--- config.mk ---
export PLATFORM = sky130hd
export DESIGN_NAME = capture_compare_unit
export DESIGN_NICKNAME = d
export VERILOG_FILES = /design/src/hw/ccu_pkg.sv /design/src/hw/cap_event_detect.sv /design/src/hw/compare_match.sv /design/src/hw/capture_compare_unit.sv
export SDC_FILE = /design/constraint.sdc
export NUM_CORES = 1
export LEC_CHECK = 0
export BUFFER_PORTS_ARGS = -buffer_cell sky130_fd_sc_hd__clkbuf_2
export CAP_MARGIN = 0
export CORE_MARGIN = 2
export CORE_UTILIZATION = 35
export DETAILED_ROUTE_END_ITERATION = 16
export HOLD_SLACK_MARGIN = 0.1
export PLACE_DENSITY = 0.73
export SETUP_SLACK_MARGIN = 0.05
export SYNTH_ARGS = -nofsm -noshare
export SYNTH_HDL_FRONTEND = slang
export SYNTH_HIERARCHICAL = 1
export SYNTH_SLANG_ARGS = --single-unit
--- constraint.sdc ---
create_clock -name i_clk -period 2 [get_ports i_clk]
set_input_delay 0.2 -clock i_clk [delete_from_list [all_inputs] [get_ports i_clk]]
set_output_delay 0.2 -clock i_clk [all_outputs]
set_load 0.02 [all_outputs]
--- src/hw/ccu_pkg.sv ---
package ccu_pkg;
  // ----------------------------------------------------------------
  // register byte offsets
  // ----------------------------------------------------------------
  localparam logic [7:0] OFF_CONTROL   = 8'h00;
  localparam logic [7:0] OFF_CAP_SRC   = 8'h04;
  localparam logic [7:0] OFF_HOLD_LOW  = 8'h08;
  localparam logic [7:0] OFF_HOLD_HIGH = 8'h0c;
  localparam logic [7:0] OFF_FLAG      = 8'h10;
  localparam logic [7:0] OFF_ENABLE    = 8'h14;
  localparam logic [7:0] OFF_TIMEBASE  = 8'h18;
  localparam logic [7:0] OFF_TIMER_SEL = 8'h1c;

  // ----------------------------------------------------------------
  // control register fields
  // ----------------------------------------------------------------
  localparam int CTL_EN_BIT  = 7;
  localparam int CTL_OUT_BIT = 5;
  localparam int CTL_FMT_BIT = 4;

  // ----------------------------------------------------------------
  // mode encodings
  // ----------------------------------------------------------------
  localparam logic [3:0] MODE_OFF        = 4'h0;
  localparam logic [3:0] MODE_CMP_TOGGLE = 4'h2;
  localparam logic [3:0] MODE_CAP_FALL   = 4'h4;
  localparam logic [3:0] MODE_CAP_RISE   = 4'h5;
  localparam logic [3:0] MODE_CAP_RISE4  = 4'h6;
  localparam logic [3:0] MODE_CAP_RISE16 = 4'h7;
  localparam logic [3:0] MODE_CMP_SET    = 4'h8;
  localparam logic [3:0] MODE_CMP_CLEAR  = 4'h9;
  localparam logic [3:0] MODE_CMP_SOFT   = 4'ha;
  localparam logic [3:0] MODE_CMP_TRIG   = 4'hb;

  localparam logic [3:0] PRESCALE_4  = 4'h3;
  localparam logic [3:0] PRESCALE_16 = 4'hf;

  // ----------------------------------------------------------------
  // capture source codes
  // ----------------------------------------------------------------
  localparam logic [3:0] SRC_PIN      = 4'h0;
  localparam logic [3:0] SRC_CMP_ONE  = 4'h1;
  localparam logic [3:0] SRC_CMP_TWO  = 4'h2;
  localparam logic [3:0] SRC_NUM_OSC  = 4'h3;
  localparam logic [3:0] SRC_PIN_CHG  = 4'h4;
  localparam logic [3:0] SRC_LC_ONE   = 4'h5;
  localparam logic [3:0] SRC_LC_TWO   = 4'h6;
  localparam logic [3:0] SRC_LC_THREE = 4'h7;
  localparam logic [3:0] SRC_LC_FOUR  = 4'h8;

  localparam logic [1:0] RESP_OKAY   = 2'h0;
  localparam logic [1:0] RESP_SLVERR = 2'h2;

  function automatic logic is_capture(input logic [3:0] mode);
    return (mode >= MODE_CAP_FALL) && (mode <= MODE_CAP_RISE16);
  endfunction

  function automatic logic is_compare(input logic [3:0] mode);
    return (mode == MODE_CMP_TOGGLE) || ((mode >= MODE_CMP_SET) && (mode <= MODE_CMP_TRIG));
  endfunction
endpackage

--- src/hw/cap_event_detect.sv ---
`timescale 1ns/100ps
module cap_event_detect (
  input  wire logic       i_clk,
  input  wire logic       i_reset,
  input  wire logic       i_source,
  input  wire logic [3:0] i_mode,
  input  wire logic       i_enable,
  input  wire logic       i_run,
  output logic            o_event
);
  import ccu_pkg::*;

  logic       sync_a;
  logic       sync_b;
  logic       last;
  logic [3:0] presc;
  logic       active;
  logic       rise;
  logic       fall;

  assign active = i_enable && is_capture(i_mode);
  assign rise   = sync_b && !last;
  assign fall   = !sync_b && last;

  // ----------------------------------------------------------------
  // synchronizer and edge detection
  // ----------------------------------------------------------------
  always_ff @(posedge i_clk) begin
    if (i_reset) begin
      sync_a <= 1'b0;
      sync_b <= 1'b0;
      last   <= 1'b0;
    end else begin
      sync_a <= i_source;
      sync_b <= sync_a;
      last   <= sync_b;
    end
  end

  // ----------------------------------------------------------------
  // prescale counter
  // ----------------------------------------------------------------
  // counter is not cleared by a prescale change, only by reset, by disabling the unit or by leaving capture
  always_ff @(posedge i_clk) begin
    if (i_reset || !active) begin
      presc <= 4'h0;
    end else if (rise && i_run) begin
      presc <= presc + 4'h1;
    end
  end

  always_ff @(posedge i_clk) begin
    if (i_reset || !active || !i_run) begin
      o_event <= 1'b0;
    end else begin
      unique case (i_mode)
        MODE_CAP_FALL:   o_event <= fall;
        MODE_CAP_RISE:   o_event <= rise;
        MODE_CAP_RISE4:  o_event <= rise && (presc[1:0] == PRESCALE_4[1:0]);
        MODE_CAP_RISE16: o_event <= rise && (presc == PRESCALE_16);
        default:         o_event <= 1'b0;
      endcase
    end
  end
endmodule // cap_event_detect

--- src/hw/compare_match.sv ---
`timescale 1ns/100ps
module compare_match (
  input  wire logic        i_clk,
  input  wire logic        i_reset,
  input  wire logic        i_active,
  input  wire logic [15:0] i_ref,
  input  wire logic [15:0] i_count,
  output logic             o_match
);
  import ccu_pkg::*;

  logic equal_q;
  logic equal;

  assign equal = i_active && (i_ref == i_count);

  // one pulse per match episode; a count held by a timer prescaler
  // would otherwise fire every cycle
  always_ff @(posedge i_clk) begin
    if (i_reset) begin
      equal_q <= 1'b0;
      o_match <= 1'b0;
    end else begin
      equal_q <= equal;
      o_match <= equal && !equal_q;
    end
  end
endmodule // compare_match

--- src/hw/capture_compare_unit.sv ---
`timescale 1ns/100ps
module capture_compare_unit (
  input  wire logic        i_clk,
  input  wire logic        i_reset,
  // axi4-lite slave
  input  wire logic [7:0]  i_awaddr,
  input  wire logic        i_awvalid,
  output logic             o_awready,
  input  wire logic [31:0] i_wdata,
  input  wire logic [3:0]  i_wstrb,
  input  wire logic        i_wvalid,
  output logic             o_wready,
  output logic [1:0]       o_bresp,
  output logic             o_bvalid,
  input  wire logic        i_bready,
  input  wire logic [7:0]  i_araddr,
  input  wire logic        i_arvalid,
  output logic             o_arready,
  output logic [31:0]      o_rdata,
  output logic [1:0]       o_rresp,
  output logic             o_rvalid,
  input  wire logic        i_rready,
  // timers and event sources
  input  wire logic [15:0] i_wide_timer_count,
  input  wire logic [15:0] i_base_timer_count,
  input  wire logic        i_remapped_pin_input,
  input  wire logic        i_comparator_one_out,
  input  wire logic        i_comparator_two_out,
  input  wire logic        i_numeric_oscillator,
  input  wire logic        i_pin_change_event,
  input  wire logic        i_logic_cell_one_out,
  input  wire logic        i_logic_cell_two_out,
  input  wire logic        i_logic_cell_three_out,
  input  wire logic        i_logic_cell_four_out,
  // system state
  input  wire logic        i_sleep,
  input  wire logic        i_timer_ext_clock,
  input  wire logic        i_trigger_selected,
  // outputs
  output logic             o_compare_out,
  output logic             o_conv_trigger,
  output logic             o_event_flag,
  output logic             o_wake,
  output logic             o_timer_hold,
  output logic [1:0]       o_timebase_sel
);
  import ccu_pkg::*;

  // ----------------------------------------------------------------
  // register state
  // ----------------------------------------------------------------
  logic        unit_enable;
  logic        unit_fmt;
  logic [3:0]  event_mode_sel;
  logic [3:0]  capture_source_sel;
  logic [7:0]  hold_value_low;
  logic [7:0]  hold_value_high;
  logic        unit_event_flag;
  logic        unit_event_enable;
  logic        timer_source;
  logic        output_latch;

  // ----------------------------------------------------------------
  // bus state
  // ----------------------------------------------------------------
  logic        aw_held;
  logic        w_held;
  logic [7:0]  aw_addr;
  logic [31:0] w_data;
  logic [3:0]  w_strb;
  logic        do_write;

  logic        cap_source;
  logic        cap_event;
  logic        cmp_match;
  logic        timer_run;
  logic [15:0] sel_count;
  logic        wr_ctl;
  logic        wr_flag;

  assign do_write  = aw_held && w_held && !o_bvalid;
  assign wr_ctl    = do_write && (aw_addr == OFF_CONTROL) && w_strb[0];
  assign wr_flag   = do_write && (aw_addr == OFF_FLAG) && w_strb[0];
  assign sel_count = timer_source ? i_base_timer_count : i_wide_timer_count;
  // instruction-clocked timer is frozen in sleep; external clock keeps it going
  assign timer_run = !i_sleep || i_timer_ext_clock;

  // ----------------------------------------------------------------
  // capture source select
  // ----------------------------------------------------------------
  // pin input is the pad level, so an output-driven pin changed by a
  // port write is seen like any external edge
  always_comb begin
    unique case (capture_source_sel)
      SRC_PIN:      cap_source = i_remapped_pin_input;
      SRC_CMP_ONE:  cap_source = i_comparator_one_out;
      SRC_CMP_TWO:  cap_source = i_comparator_two_out;
      SRC_NUM_OSC:  cap_source = i_numeric_oscillator;
      SRC_PIN_CHG:  cap_source = i_pin_change_event;
      SRC_LC_ONE:   cap_source = i_logic_cell_one_out;
      SRC_LC_TWO:   cap_source = i_logic_cell_two_out;
      SRC_LC_THREE: cap_source = i_logic_cell_three_out;
      SRC_LC_FOUR:  cap_source = i_logic_cell_four_out;
      default:      cap_source = 1'b0;
    endcase
  end

  cap_event_detect i_cap_event_detect (
    .i_clk    (i_clk),
    .i_reset  (i_reset),
    .i_source (cap_source),
    .i_mode   (event_mode_sel),
    .i_enable (unit_enable),
    .i_run    (timer_run),
    .o_event  (cap_event)
  );

  compare_match i_compare_match (
    .i_clk    (i_clk),
    .i_reset  (i_reset),
    .i_active (unit_enable && is_compare(event_mode_sel) && timer_run),
    .i_ref    ({hold_value_high, hold_value_low}),
    .i_count  (sel_count),
    .o_match  (cmp_match)
  );

  // ----------------------------------------------------------------
  // axi write channel
  // ----------------------------------------------------------------
  always_ff @(posedge i_clk) begin
    if (i_reset) begin
      aw_held   <= 1'b0;
      aw_addr   <= 8'h00;
      o_awready <= 1'b0;
    end else if (o_awready && i_awvalid) begin
      aw_held   <= 1'b1;
      aw_addr   <= i_awaddr;
      o_awready <= 1'b0;
    end else if (do_write) begin
      aw_held   <= 1'b0;
    end else begin
      o_awready <= !aw_held && !o_awready;
    end
  end

  always_ff @(posedge i_clk) begin
    if (i_reset) begin
      w_held   <= 1'b0;
      w_data   <= 32'h0000_0000;
      w_strb   <= 4'h0;
      o_wready <= 1'b0;
    end else if (o_wready && i_wvalid) begin
      w_held   <= 1'b1;
      w_data   <= i_wdata;
      w_strb   <= i_wstrb;
      o_wready <= 1'b0;
    end else if (do_write) begin
      w_held   <= 1'b0;
    end else begin
      o_wready <= !w_held && !o_wready;
    end
  end

  always_ff @(posedge i_clk) begin
    if (i_reset) begin
      o_bvalid <= 1'b0;
      o_bresp  <= RESP_OKAY;
    end else if (do_write) begin
      o_bvalid <= 1'b1;
      o_bresp  <= (aw_addr[7:5] == 3'h0 && aw_addr[1:0] == 2'h0) ? RESP_OKAY : RESP_SLVERR;
    end else if (i_bready) begin
      o_bvalid <= 1'b0;
    end
  end

  // ----------------------------------------------------------------
  // control registers
  // ----------------------------------------------------------------
  // a mode change may leave a stale edge in flight; software clears the
  // flag afterwards, as for a prescale change made without disabling
  always_ff @(posedge i_clk) begin
    if (i_reset) begin
      unit_enable    <= 1'b0;
      unit_fmt       <= 1'b0;
      event_mode_sel <= MODE_OFF;
    end else if (wr_ctl) begin
      unit_enable    <= w_data[CTL_EN_BIT];
      unit_fmt       <= w_data[CTL_FMT_BIT];
      event_mode_sel <= w_data[3:0];
    end
  end

  always_ff @(posedge i_clk) begin
    if (i_reset) begin
      capture_source_sel <= SRC_PIN;
      unit_event_enable  <= 1'b0;
      o_timebase_sel     <= 2'h0;
      timer_source       <= 1'b0;
    end else if (do_write && w_strb[0]) begin
      if (aw_addr == OFF_CAP_SRC) begin
        capture_source_sel <= w_data[3:0];
      end
      if (aw_addr == OFF_ENABLE) begin
        unit_event_enable <= w_data[0];
      end
      // only three timebases exist; the fourth code is ignored
      if (aw_addr == OFF_TIMEBASE && !(&w_data[1:0])) begin
        o_timebase_sel <= w_data[1:0];
      end
      if (aw_addr == OFF_TIMER_SEL) begin
        timer_source <= w_data[0];
      end
    end
  end

  // ----------------------------------------------------------------
  // hold pair
  // ----------------------------------------------------------------
  // capture takes priority over a software write in the same cycle
  always_ff @(posedge i_clk) begin
    if (i_reset) begin
      hold_value_low  <= 8'h00;
      hold_value_high <= 8'h00;
    end else if (cap_event) begin
      hold_value_low  <= sel_count[7:0];
      hold_value_high <= sel_count[15:8];
    end else if (do_write && w_strb[0]) begin
      if (aw_addr == OFF_HOLD_LOW) begin
        hold_value_low <= w_data[7:0];
      end
      if (aw_addr == OFF_HOLD_HIGH) begin
        hold_value_high <= w_data[7:0];
      end
    end
  end

  // ----------------------------------------------------------------
  // event flag
  // ----------------------------------------------------------------
  // hardware set wins over a software clear in the same cycle
  always_ff @(posedge i_clk) begin
    if (i_reset) begin
      unit_event_flag <= 1'b0;
    end else if (cap_event || cmp_match) begin
      unit_event_flag <= 1'b1;
    end else if (wr_flag) begin
      unit_event_flag <= w_data[0];
    end
  end

  // ----------------------------------------------------------------
  // compare output and trigger
  // ----------------------------------------------------------------
  always_ff @(posedge i_clk) begin
    if (i_reset) begin
      output_latch <= 1'b0;
    end else if (wr_ctl && w_data[7:0] == 8'h00) begin
      output_latch <= 1'b0;
    end else if (cmp_match) begin
      unique case (event_mode_sel)
        MODE_CMP_TOGGLE: output_latch <= !output_latch;
        MODE_CMP_SET:    output_latch <= 1'b1;
        MODE_CMP_CLEAR:  output_latch <= 1'b0;
        default:         output_latch <= output_latch;
      endcase
    end
  end

  always_ff @(posedge i_clk) begin
    if (i_reset) begin
      o_conv_trigger <= 1'b0;
    end else begin
      o_conv_trigger <= cmp_match && (i_trigger_selected ||
                        event_mode_sel == MODE_CMP_TRIG);
    end
  end

  always_ff @(posedge i_clk) begin
    if (i_reset) begin
      o_compare_out <= 1'b0;
      o_event_flag  <= 1'b0;
      o_wake        <= 1'b0;
      o_timer_hold  <= 1'b0;
    end else begin
      o_compare_out <= output_latch;
      o_event_flag  <= unit_event_flag;
      o_wake        <= i_sleep && unit_event_flag && unit_event_enable;
      o_timer_hold  <= i_sleep && !i_timer_ext_clock;
    end
  end

  // ----------------------------------------------------------------
  // axi read channel
  // ----------------------------------------------------------------
  always_ff @(posedge i_clk) begin
    if (i_reset) begin
      o_arready <= 1'b0;
      o_rvalid  <= 1'b0;
      o_rdata   <= 32'h0000_0000;
      o_rresp   <= RESP_OKAY;
    end else if (o_arready && i_arvalid) begin
      o_arready <= 1'b0;
      o_rvalid  <= 1'b1;
      o_rresp   <= RESP_OKAY;
      unique case (i_araddr)
        OFF_CONTROL:   o_rdata <= {24'h000000, unit_enable, 1'b0, output_latch,
                                   unit_fmt, event_mode_sel};
        OFF_CAP_SRC:   o_rdata <= {28'h0000000, capture_source_sel};
        OFF_HOLD_LOW:  o_rdata <= {24'h000000, hold_value_low};
        OFF_HOLD_HIGH: o_rdata <= {24'h000000, hold_value_high};
        OFF_FLAG:      o_rdata <= {31'h00000000, unit_event_flag};
        OFF_ENABLE:    o_rdata <= {31'h00000000, unit_event_enable};
        OFF_TIMEBASE:  o_rdata <= {30'h00000000, o_timebase_sel};
        OFF_TIMER_SEL: o_rdata <= {31'h00000000, timer_source};
        default: begin
          o_rdata <= 32'h0000_0000;
          o_rresp <= RESP_SLVERR;
        end
      endcase
    end else if (o_rvalid) begin
      if (i_rready) begin
        o_rvalid <= 1'b0;
      end
    end else begin
      o_arready <= !o_arready;
    end
  end
endmodule // capture_compare_unit

## After elaboration in Yosys (flattened, before gate mapping)

Index checks and enable logic that the tools add are counted.
Widths: inputs -> output; s select.

- Multiplexer cells: 23
- Multipliers: 0
- Bitwise logic cells: 0
- Add/subtract/negate cells: 1
- Reductions and logical operators: 79
- Equality and inequality tests: 33
- Divide/modulo/power cells: 0
- Shifts and indexed selects: 0
- Order comparisons: 4

Operators by type and width:

| operator | number |
|---|---|
| $eq 8x5->1 const B | 8 |
| $pmux 8 s8 | 1 |
| $mux 8 | 6 |
| $eq 4x3->1 const B | 8 |
| $eq 8x4->1 const B | 4 |
| $logic_and 1x1->1 | 31 |
| $logic_not 8->1 | 3 |
| $eq 4x4->1 const B | 5 |
| $eq 16x16->1 | 1 |
| $eq 8x3->1 const B | 2 |
| $mux 16 | 1 |
| $reduce_and 2->1 | 8 |
| $logic_not 1->1 | 15 |
| $reduce_bool 2->1 | 7 |
| $eq 4x2->1 const B | 3 |
| $mux 1 | 10 |
| $pmux 1 s9 | 1 |
| $reduce_or 2->1 | 4 |
| $reduce_or 8->1 | 1 |
| $logic_or 1x1->1 | 6 |
| $add 4x1->4 const B | 1 |
| $eq 4x1->1 const B | 1 |
| $ge 4x3->1 const B | 1 |
| $ge 4x4->1 const B | 1 |
| 10 further kinds | 11 |

- Bits in read-only memories: 0
- Word-level logic and storage cells: 176
- Bits in registers: 107
- Memory bits (writable): 0
- Memories: 0
- Latch bits: 0
- Output and inout port bits: 48

## Longest topological paths before layout

- Depth in word-level cells: 7
- Gate-level depth with buffers: 7
- Gate-level depth less buffers: 5

## By module

The synthesis kept the hierarchy.

Modules (own cells, without submodules):

| module | area an instance (um^2) | cells an instance | seq. area each (um^2) | times used |
|---|---|---|---|---|
| capture_compare_unit | 3500.9 | 390 | 1421.4 | 1 |
| cap_event_detect | 331.6 | 32 | 160.2 | 1 |
| compare_match | 231.5 | 26 | 40.0 | 1 |

## Least setup slack after synthesis

OpenSTA, ideal clock, no wires.

- Path type: reg2reg
- From: reg timer_source
- To: reg i_compare_match.o_match
- Arrival time: 2.018 ns
- Path slack: -0.092 ns
- Cell stages (with the launch flop): 8
- Buffers on the path: 2
- Path through: dfxtp_1 -> clkbuf_1 -> buf_1 -> mux2_2 -> xor2_1 -> nor4_1 -> nand4_1 -> nor3_2

- Longest elaborated chain between the ends: 4

Ends and longest elaborated chain:

| what | RTL line | text |
|---|---|---|
| start, declared | capture_compare_unit.sv:60 | `logic timer_source;` |
| start signal, assigned | capture_compare_unit.sv:211 | `timer_source <= w_data[0];` |
| $mux 16 | capture_compare_unit.sv:84 | `assign sel_count = timer_source ? i_base_timer_count : i_wide_timer_count;` |
| net sel_count[4] | capture_compare_unit.sv:77 | `logic [15:0] sel_count;` |
| $eq 16x16->1 | compare_match.sv:15 | `assign equal = i_active && (i_ref == i_count);` |
| $logic_and 1x1->1 | compare_match.sv:15 |  |
| $logic_and 1x1->1 | compare_match.sv:25 | `o_match <= equal && !equal_q;` |
| end signal, assigned | compare_match.sv:25 |  |
| end, declared | compare_match.sv:8 | `output logic o_match` |

The timed path passes the listed nets, and every way through them passes these cells.
A chain may end at the register's enable or synchronous reset.

## Worst setup path after layout

- From: reg aw_addr[3]
- To: reg hold_value_low[7]

- Longest elaborated chain between the ends: 3

Ends and longest elaborated chain:

| what | RTL line | text |
|---|---|---|
| start, declared | capture_compare_unit.sv:68 | `logic [7:0] aw_addr;` |
| start signal, assigned | capture_compare_unit.sv:137 | `aw_addr <= i_awaddr;` |
| $eq 8x4->1 | capture_compare_unit.sv:228 | `if (aw_addr == OFF_HOLD_LOW) begin` |
| $reduce_bool 2->1 (no source line) | -- |  |
| $reduce_and 2->1 (no source line) | -- |  |
| end signal, assigned | capture_compare_unit.sv:225 | `hold_value_low <= sel_count[7:0];` |
| end signal, assigned | capture_compare_unit.sv:229 | `hold_value_low <= w_data[7:0];` |
| end, declared | capture_compare_unit.sv:56 | `logic [7:0] hold_value_low;` |

Every way passes these cells.

==> summary.txt <==
Timing
  – RSZ-0062 raised after global routing: yes
  – Highest clock rate: 538.2 MHz
  – Count of final hold-check violations: 0
  – Relative slew slack: 0.6192
  – Largest clock skew in the final design: 0.007786 ns
  – Number of setup violations in the final report: 0
  – Actual transition at the worst max-transition pin: 0.5706 ns
  – Number of slew-limit violations in the final report: 0
  – Min Clock Period, post-route: 1.858 ns
  – Period utilisation layout: 0.9290

Layout
  – Post-route insts no fill: 708
  – Layout overhead on the synthesized area: 27.00%
  – Proportion of layout cells with a drive suffix above 1: 0.2920
  – Final-stage net count: 664
  – Fin util: 0.4539
  – Inserted Diodes: 0

Worst hold path
  – Worst Hold Path Cells: 3
  – Origin of the worst min-delay path: i_awaddr[5]
  – Min-Delay Path Class: primary input to register
  – Destination of the worst hold path: aw_addr[5]$_SDFFE_PP0P_

Synthesis
  – Sequential element share of the synthesized area: 0.3990
  – Cell count after synthesis: 448
  – Most frequently used flop master after synthesis: sky130_fd_sc_hd__dfxtp_1
  – Average cell area after synthesis: 9.071 um^2
  – Netlist cell types: 58
  – Top post-synthesis cells by area: sky130_fd_sc_hd__dfxtp_1 40%, sky130_fd_sc_hd__mux2i_1 5.9%, sky130_fd_sc_hd__mux2_2 5.5%
  – Share of flip-flops with an asynchronous set or reset after synthesis: 0
  – Flip-flop and latch count after synthesis: 81
  – Number of warning messages in the yosys log: 6
  – Area of the mapped netlist: 4064 um^2
  – Portion of synthesized cell area occupied by the leading cell type: 0.3990
  – Cell type with the largest total area after synthesis: sky130_fd_sc_hd__dfxtp_1
  – Number of synthesized flops with an enable pin: 0

Worst setup path
  – Required time reported for the critical path endpoint: 2.21 ns
  – Category of the critical setup timing path: register to register
  – Reg-to-reg slack, setup: 0.14 ns
  – Number of cells on the worst reg-to-reg path: 5
  – Biggest fanout along the worst timing path: 8
  – Endpoint kind of the worst setup timing path: register
  – Data arrival time at the worst-slack endpoint: 2.07 ns
  – CP startpoint kind: register
  – Capturing point of the worst reg2reg path: hold_value_low[7]$_SDFFE_PP0P_
  – Worst flop-to-flop path startpoint: aw_addr[3]$_SDFFE_PP0P_

Routing
  – DR pass1 iterations: 4
  – Total detailed-routing wirelength: 10490 um
  – Vias per cell: 5.105
  – DRC marker count from the first detailed-route iteration: 247
  – Remaining antenna violation count: 0
  – Number of remaining DRC errors: 0
  – WL/cell: 14.81 um
  – Count of vias placed by the detailed router: 3614

Power
  – LEAKAGE: 2.186 nW
  – Total power density per cell area: 766.6 nW/um^2
  – Peak supply drop: 451.9 uV

Die
  – Overall die width: 111.8 um
  – Number of placed I/O pins: 151
  – Number of standard-cell rows in the floorplan: 39
  – Area inside the core boundary: 11370 um^2
  – Starting utilization of the core area: 0.3574
  – Full die area: 12490 um^2
  – Vertical die dimension: 111.8 um

Placed design
  – Placer's final routability congestion estimate: 0.8717
  – Cell count after placement: 682
  – Port-buffer cells: 97
  – HPWL Detailed: 8126 um

Clock tree
  – Number of CTS-inserted buffers: 9
  – Number of H-tree levels: 3
  – Root Driver: sky130_fd_sc_hd__clkbuf_16
  – Clock transition time at the flip-flop clock pins of the worst setup and hold paths: 0.06 ns
  – Sinks on Clock Net: 81
  – CTS tree: done
  – Max Root-Sink Buffers: 2
  – Clock latency reported for the late side of the worst-skew pair: 0.34 ns

GRT
  – Overflow left after global routing: 0
  – Vias in the first global route: 3534
  – Global-route wire length before repair: 17120 um
  – Initial antenna violation count: 0
  – All-Layer GR Usage: 0.1718
  – Largest net degree at the start of global routing: 20

Run status
  – Result of the run: completed

Job
  – Reported max-cap violation count: 0
## cell usage in the layout, fill, tap and decap left out, drive strengths merged, types with 12 or more instances in the layout
cell,n
o21ai,19
buf,17
mux2,20
conb,26
and3,12
a21oi,36
clkbuf,107
xor2,14
mux2i,24
dfxtp,81
nand2,41
nor2,32
## synth_stat cells, types with 2 or more instances
| cell type | n |
|---|---|
| sky130_fd_sc_hd__nand4_1 | 6 |
| sky130_fd_sc_hd__nand3_1 | 10 |
| sky130_fd_sc_hd__a31oi_1 | 2 |
| sky130_fd_sc_hd__mux2i_1 | 24 |
| sky130_fd_sc_hd__nor3b_1 | 3 |
| sky130_fd_sc_hd__nand2_1 | 41 |
| sky130_fd_sc_hd__a22oi_1 | 4 |
| sky130_fd_sc_hd__and2_1 | 3 |
| sky130_fd_sc_hd__o21ai_0 | 18 |
| sky130_fd_sc_hd__xor2_1 | 14 |
| sky130_fd_sc_hd__nand2b_1 | 4 |
| sky130_fd_sc_hd__dfxtp_1 | 81 |
| sky130_fd_sc_hd__nor4_1 | 8 |
| sky130_fd_sc_hd__or3_1 | 3 |
| sky130_fd_sc_hd__mux4_2 | 5 |
| sky130_fd_sc_hd__buf_1 | 4 |
| sky130_fd_sc_hd__or4_1 | 2 |
| sky130_fd_sc_hd__a221o_1 | 8 |
| sky130_fd_sc_hd__a311oi_1 | 2 |
| sky130_fd_sc_hd__nor2_1 | 32 |
| sky130_fd_sc_hd__or2_2 | 2 |
| sky130_fd_sc_hd__nor3_1 | 7 |
| sky130_fd_sc_hd__buf_4 | 26 |
| sky130_fd_sc_hd__clkbuf_1 | 17 |
| sky130_fd_sc_hd__inv_1 | 8 |
| sky130_fd_sc_hd__and3_1 | 12 |
| sky130_fd_sc_hd__nand3b_1 | 5 |
| sky130_fd_sc_hd__xnor2_1 | 5 |
| sky130_fd_sc_hd__nor2b_1 | 9 |
| sky130_fd_sc_hd__mux2_2 | 20 |
| sky130_fd_sc_hd__a21oi_1 | 36 |
## routing by layer
layer / wire length [um] / track usage
met1: 4577 / 0.2127
met4: 261 / 0.06584
met2: 5088 / 0.2893
met3: 562 / 0.04192
met5: 0 / 0
## worst max-delay path, cell delays in order (launching register included)
cell and delay (ns):
sky130_fd_sc_hd__dfxtp_1 0.51, sky130_fd_sc_hd__or3b_2 0.51, sky130_fd_sc_hd__nor4_4 0.21, sky130_fd_sc_hd__buf_6 0.20
sky130_fd_sc_hd__mux2i_1 0.21, sky130_fd_sc_hd__a211oi_2 0.08
## worst max-delay path by stage
stage	start	to	slack [ns]	depth (start not counted)
2_1_floorplan	aw_addr[4]$_SDFFE_PP0P_	hold_value_low[7]$_SDFFE_PP0P_	0.15	5
3_3_place_gp	aw_addr[7]$_SDFFE_PP0P_	hold_value_high[4]$_SDFFE_PP0P_	0.02	4
3_5_place_dp	aw_addr[5]$_SDFFE_PP0P_	hold_value_high[3]$_SDFFE_PP0P_	-0.03	4
4_1_cts	timer_source$_SDFFE_PP0P_	i_compare_match/o_match$_SDFF_PP0_	0.1	6
5_1_grt	aw_addr[3]$_SDFFE_PP0P_	hold_value_low[3]$_SDFFE_PP0P_	0.04	5
6_report	aw_addr[3]$_SDFFE_PP0P_	hold_value_low[7]$_SDFFE_PP0P_	0.14	5
## final cells by class
type	count	area (um^2)
clock buffers	10	229.0
clock inverters	6	115.1
fillers	1112	6208
inverters	8	30.03
multi-input cells	336	2257
flip-flops and latches	81	1622
well taps	143	178.9
repair buffers	124	729.5
## flip-flops by register name (all words and copies together), names as in the netlist, 2 cells and up
signal,flops
hold_value_low,8
aw_addr,8
w_data,8
o_rdata,8
event_mode_sel,4
hold_value_high,8
o_timebase_sel,2
i_cap_event_detect/presc,4
capture_source_sel,4
## metrics by stage
| step | worst slack [ns] | area (um^2) | hold slack (ns) | power (W) | TNS (ns) |
|---|---|---|---|---|---|
| after floorplan | 0.1520 | 4160 | 0.2716 | 0.001976 | 0 |
| after global placement | 0.01575 | 4683 | 0.3946 | 0.002079 | 0 |
| after detailed placement | -0.03495 | 4683 | 0.3970 | 0.002088 | -0.1740 |
| after CTS | 0.09659 | 5140 | 0.1004 | 0.004000 | 0 |
| after global routing | 0.04458 | 5161 | 0.1147 | 0.004108 | 0 |
| final | 0.1420 | 5161 | 0.1072 | 0.003957 | 0 |
## repair_timing
item | CTS | global route
hold buffers | 10 | 0
endpoints found under the setup margin | 8 | 5
resized for setup | 2 | 3
hold endpoints to repair | 10 | 0
pin swaps | 0 | 0
cloned | 0 | 0
setup buffers | 0 | 0
## cells by family (layout without fill, tap and decap cells)
group	after synthesis	in the layout	share of synthesized area
adders and majority gates	1	1	0.003078
buffers and inverters	56	148	0.07605
and+or+nand+nor	158	158	0.2081
AOI/OAI and AO/OA	83	83	0.1296
other	1	26	0.0009228
muxes	49	49	0.1422
xor gates and xnor gates	19	19	0.04095
DFF	81	81	0.3990
## where the power goes
group	total, W	switching, W	internal, W
registers	0.00169	0.0000455	0.00165
logic	0.000382	0.000218	0.000165
clock network	0.00188	0.000656	0.00123
total	0.00396	0.000919	0.00304
No activity file was read; power rests on OpenSTA's default activity.
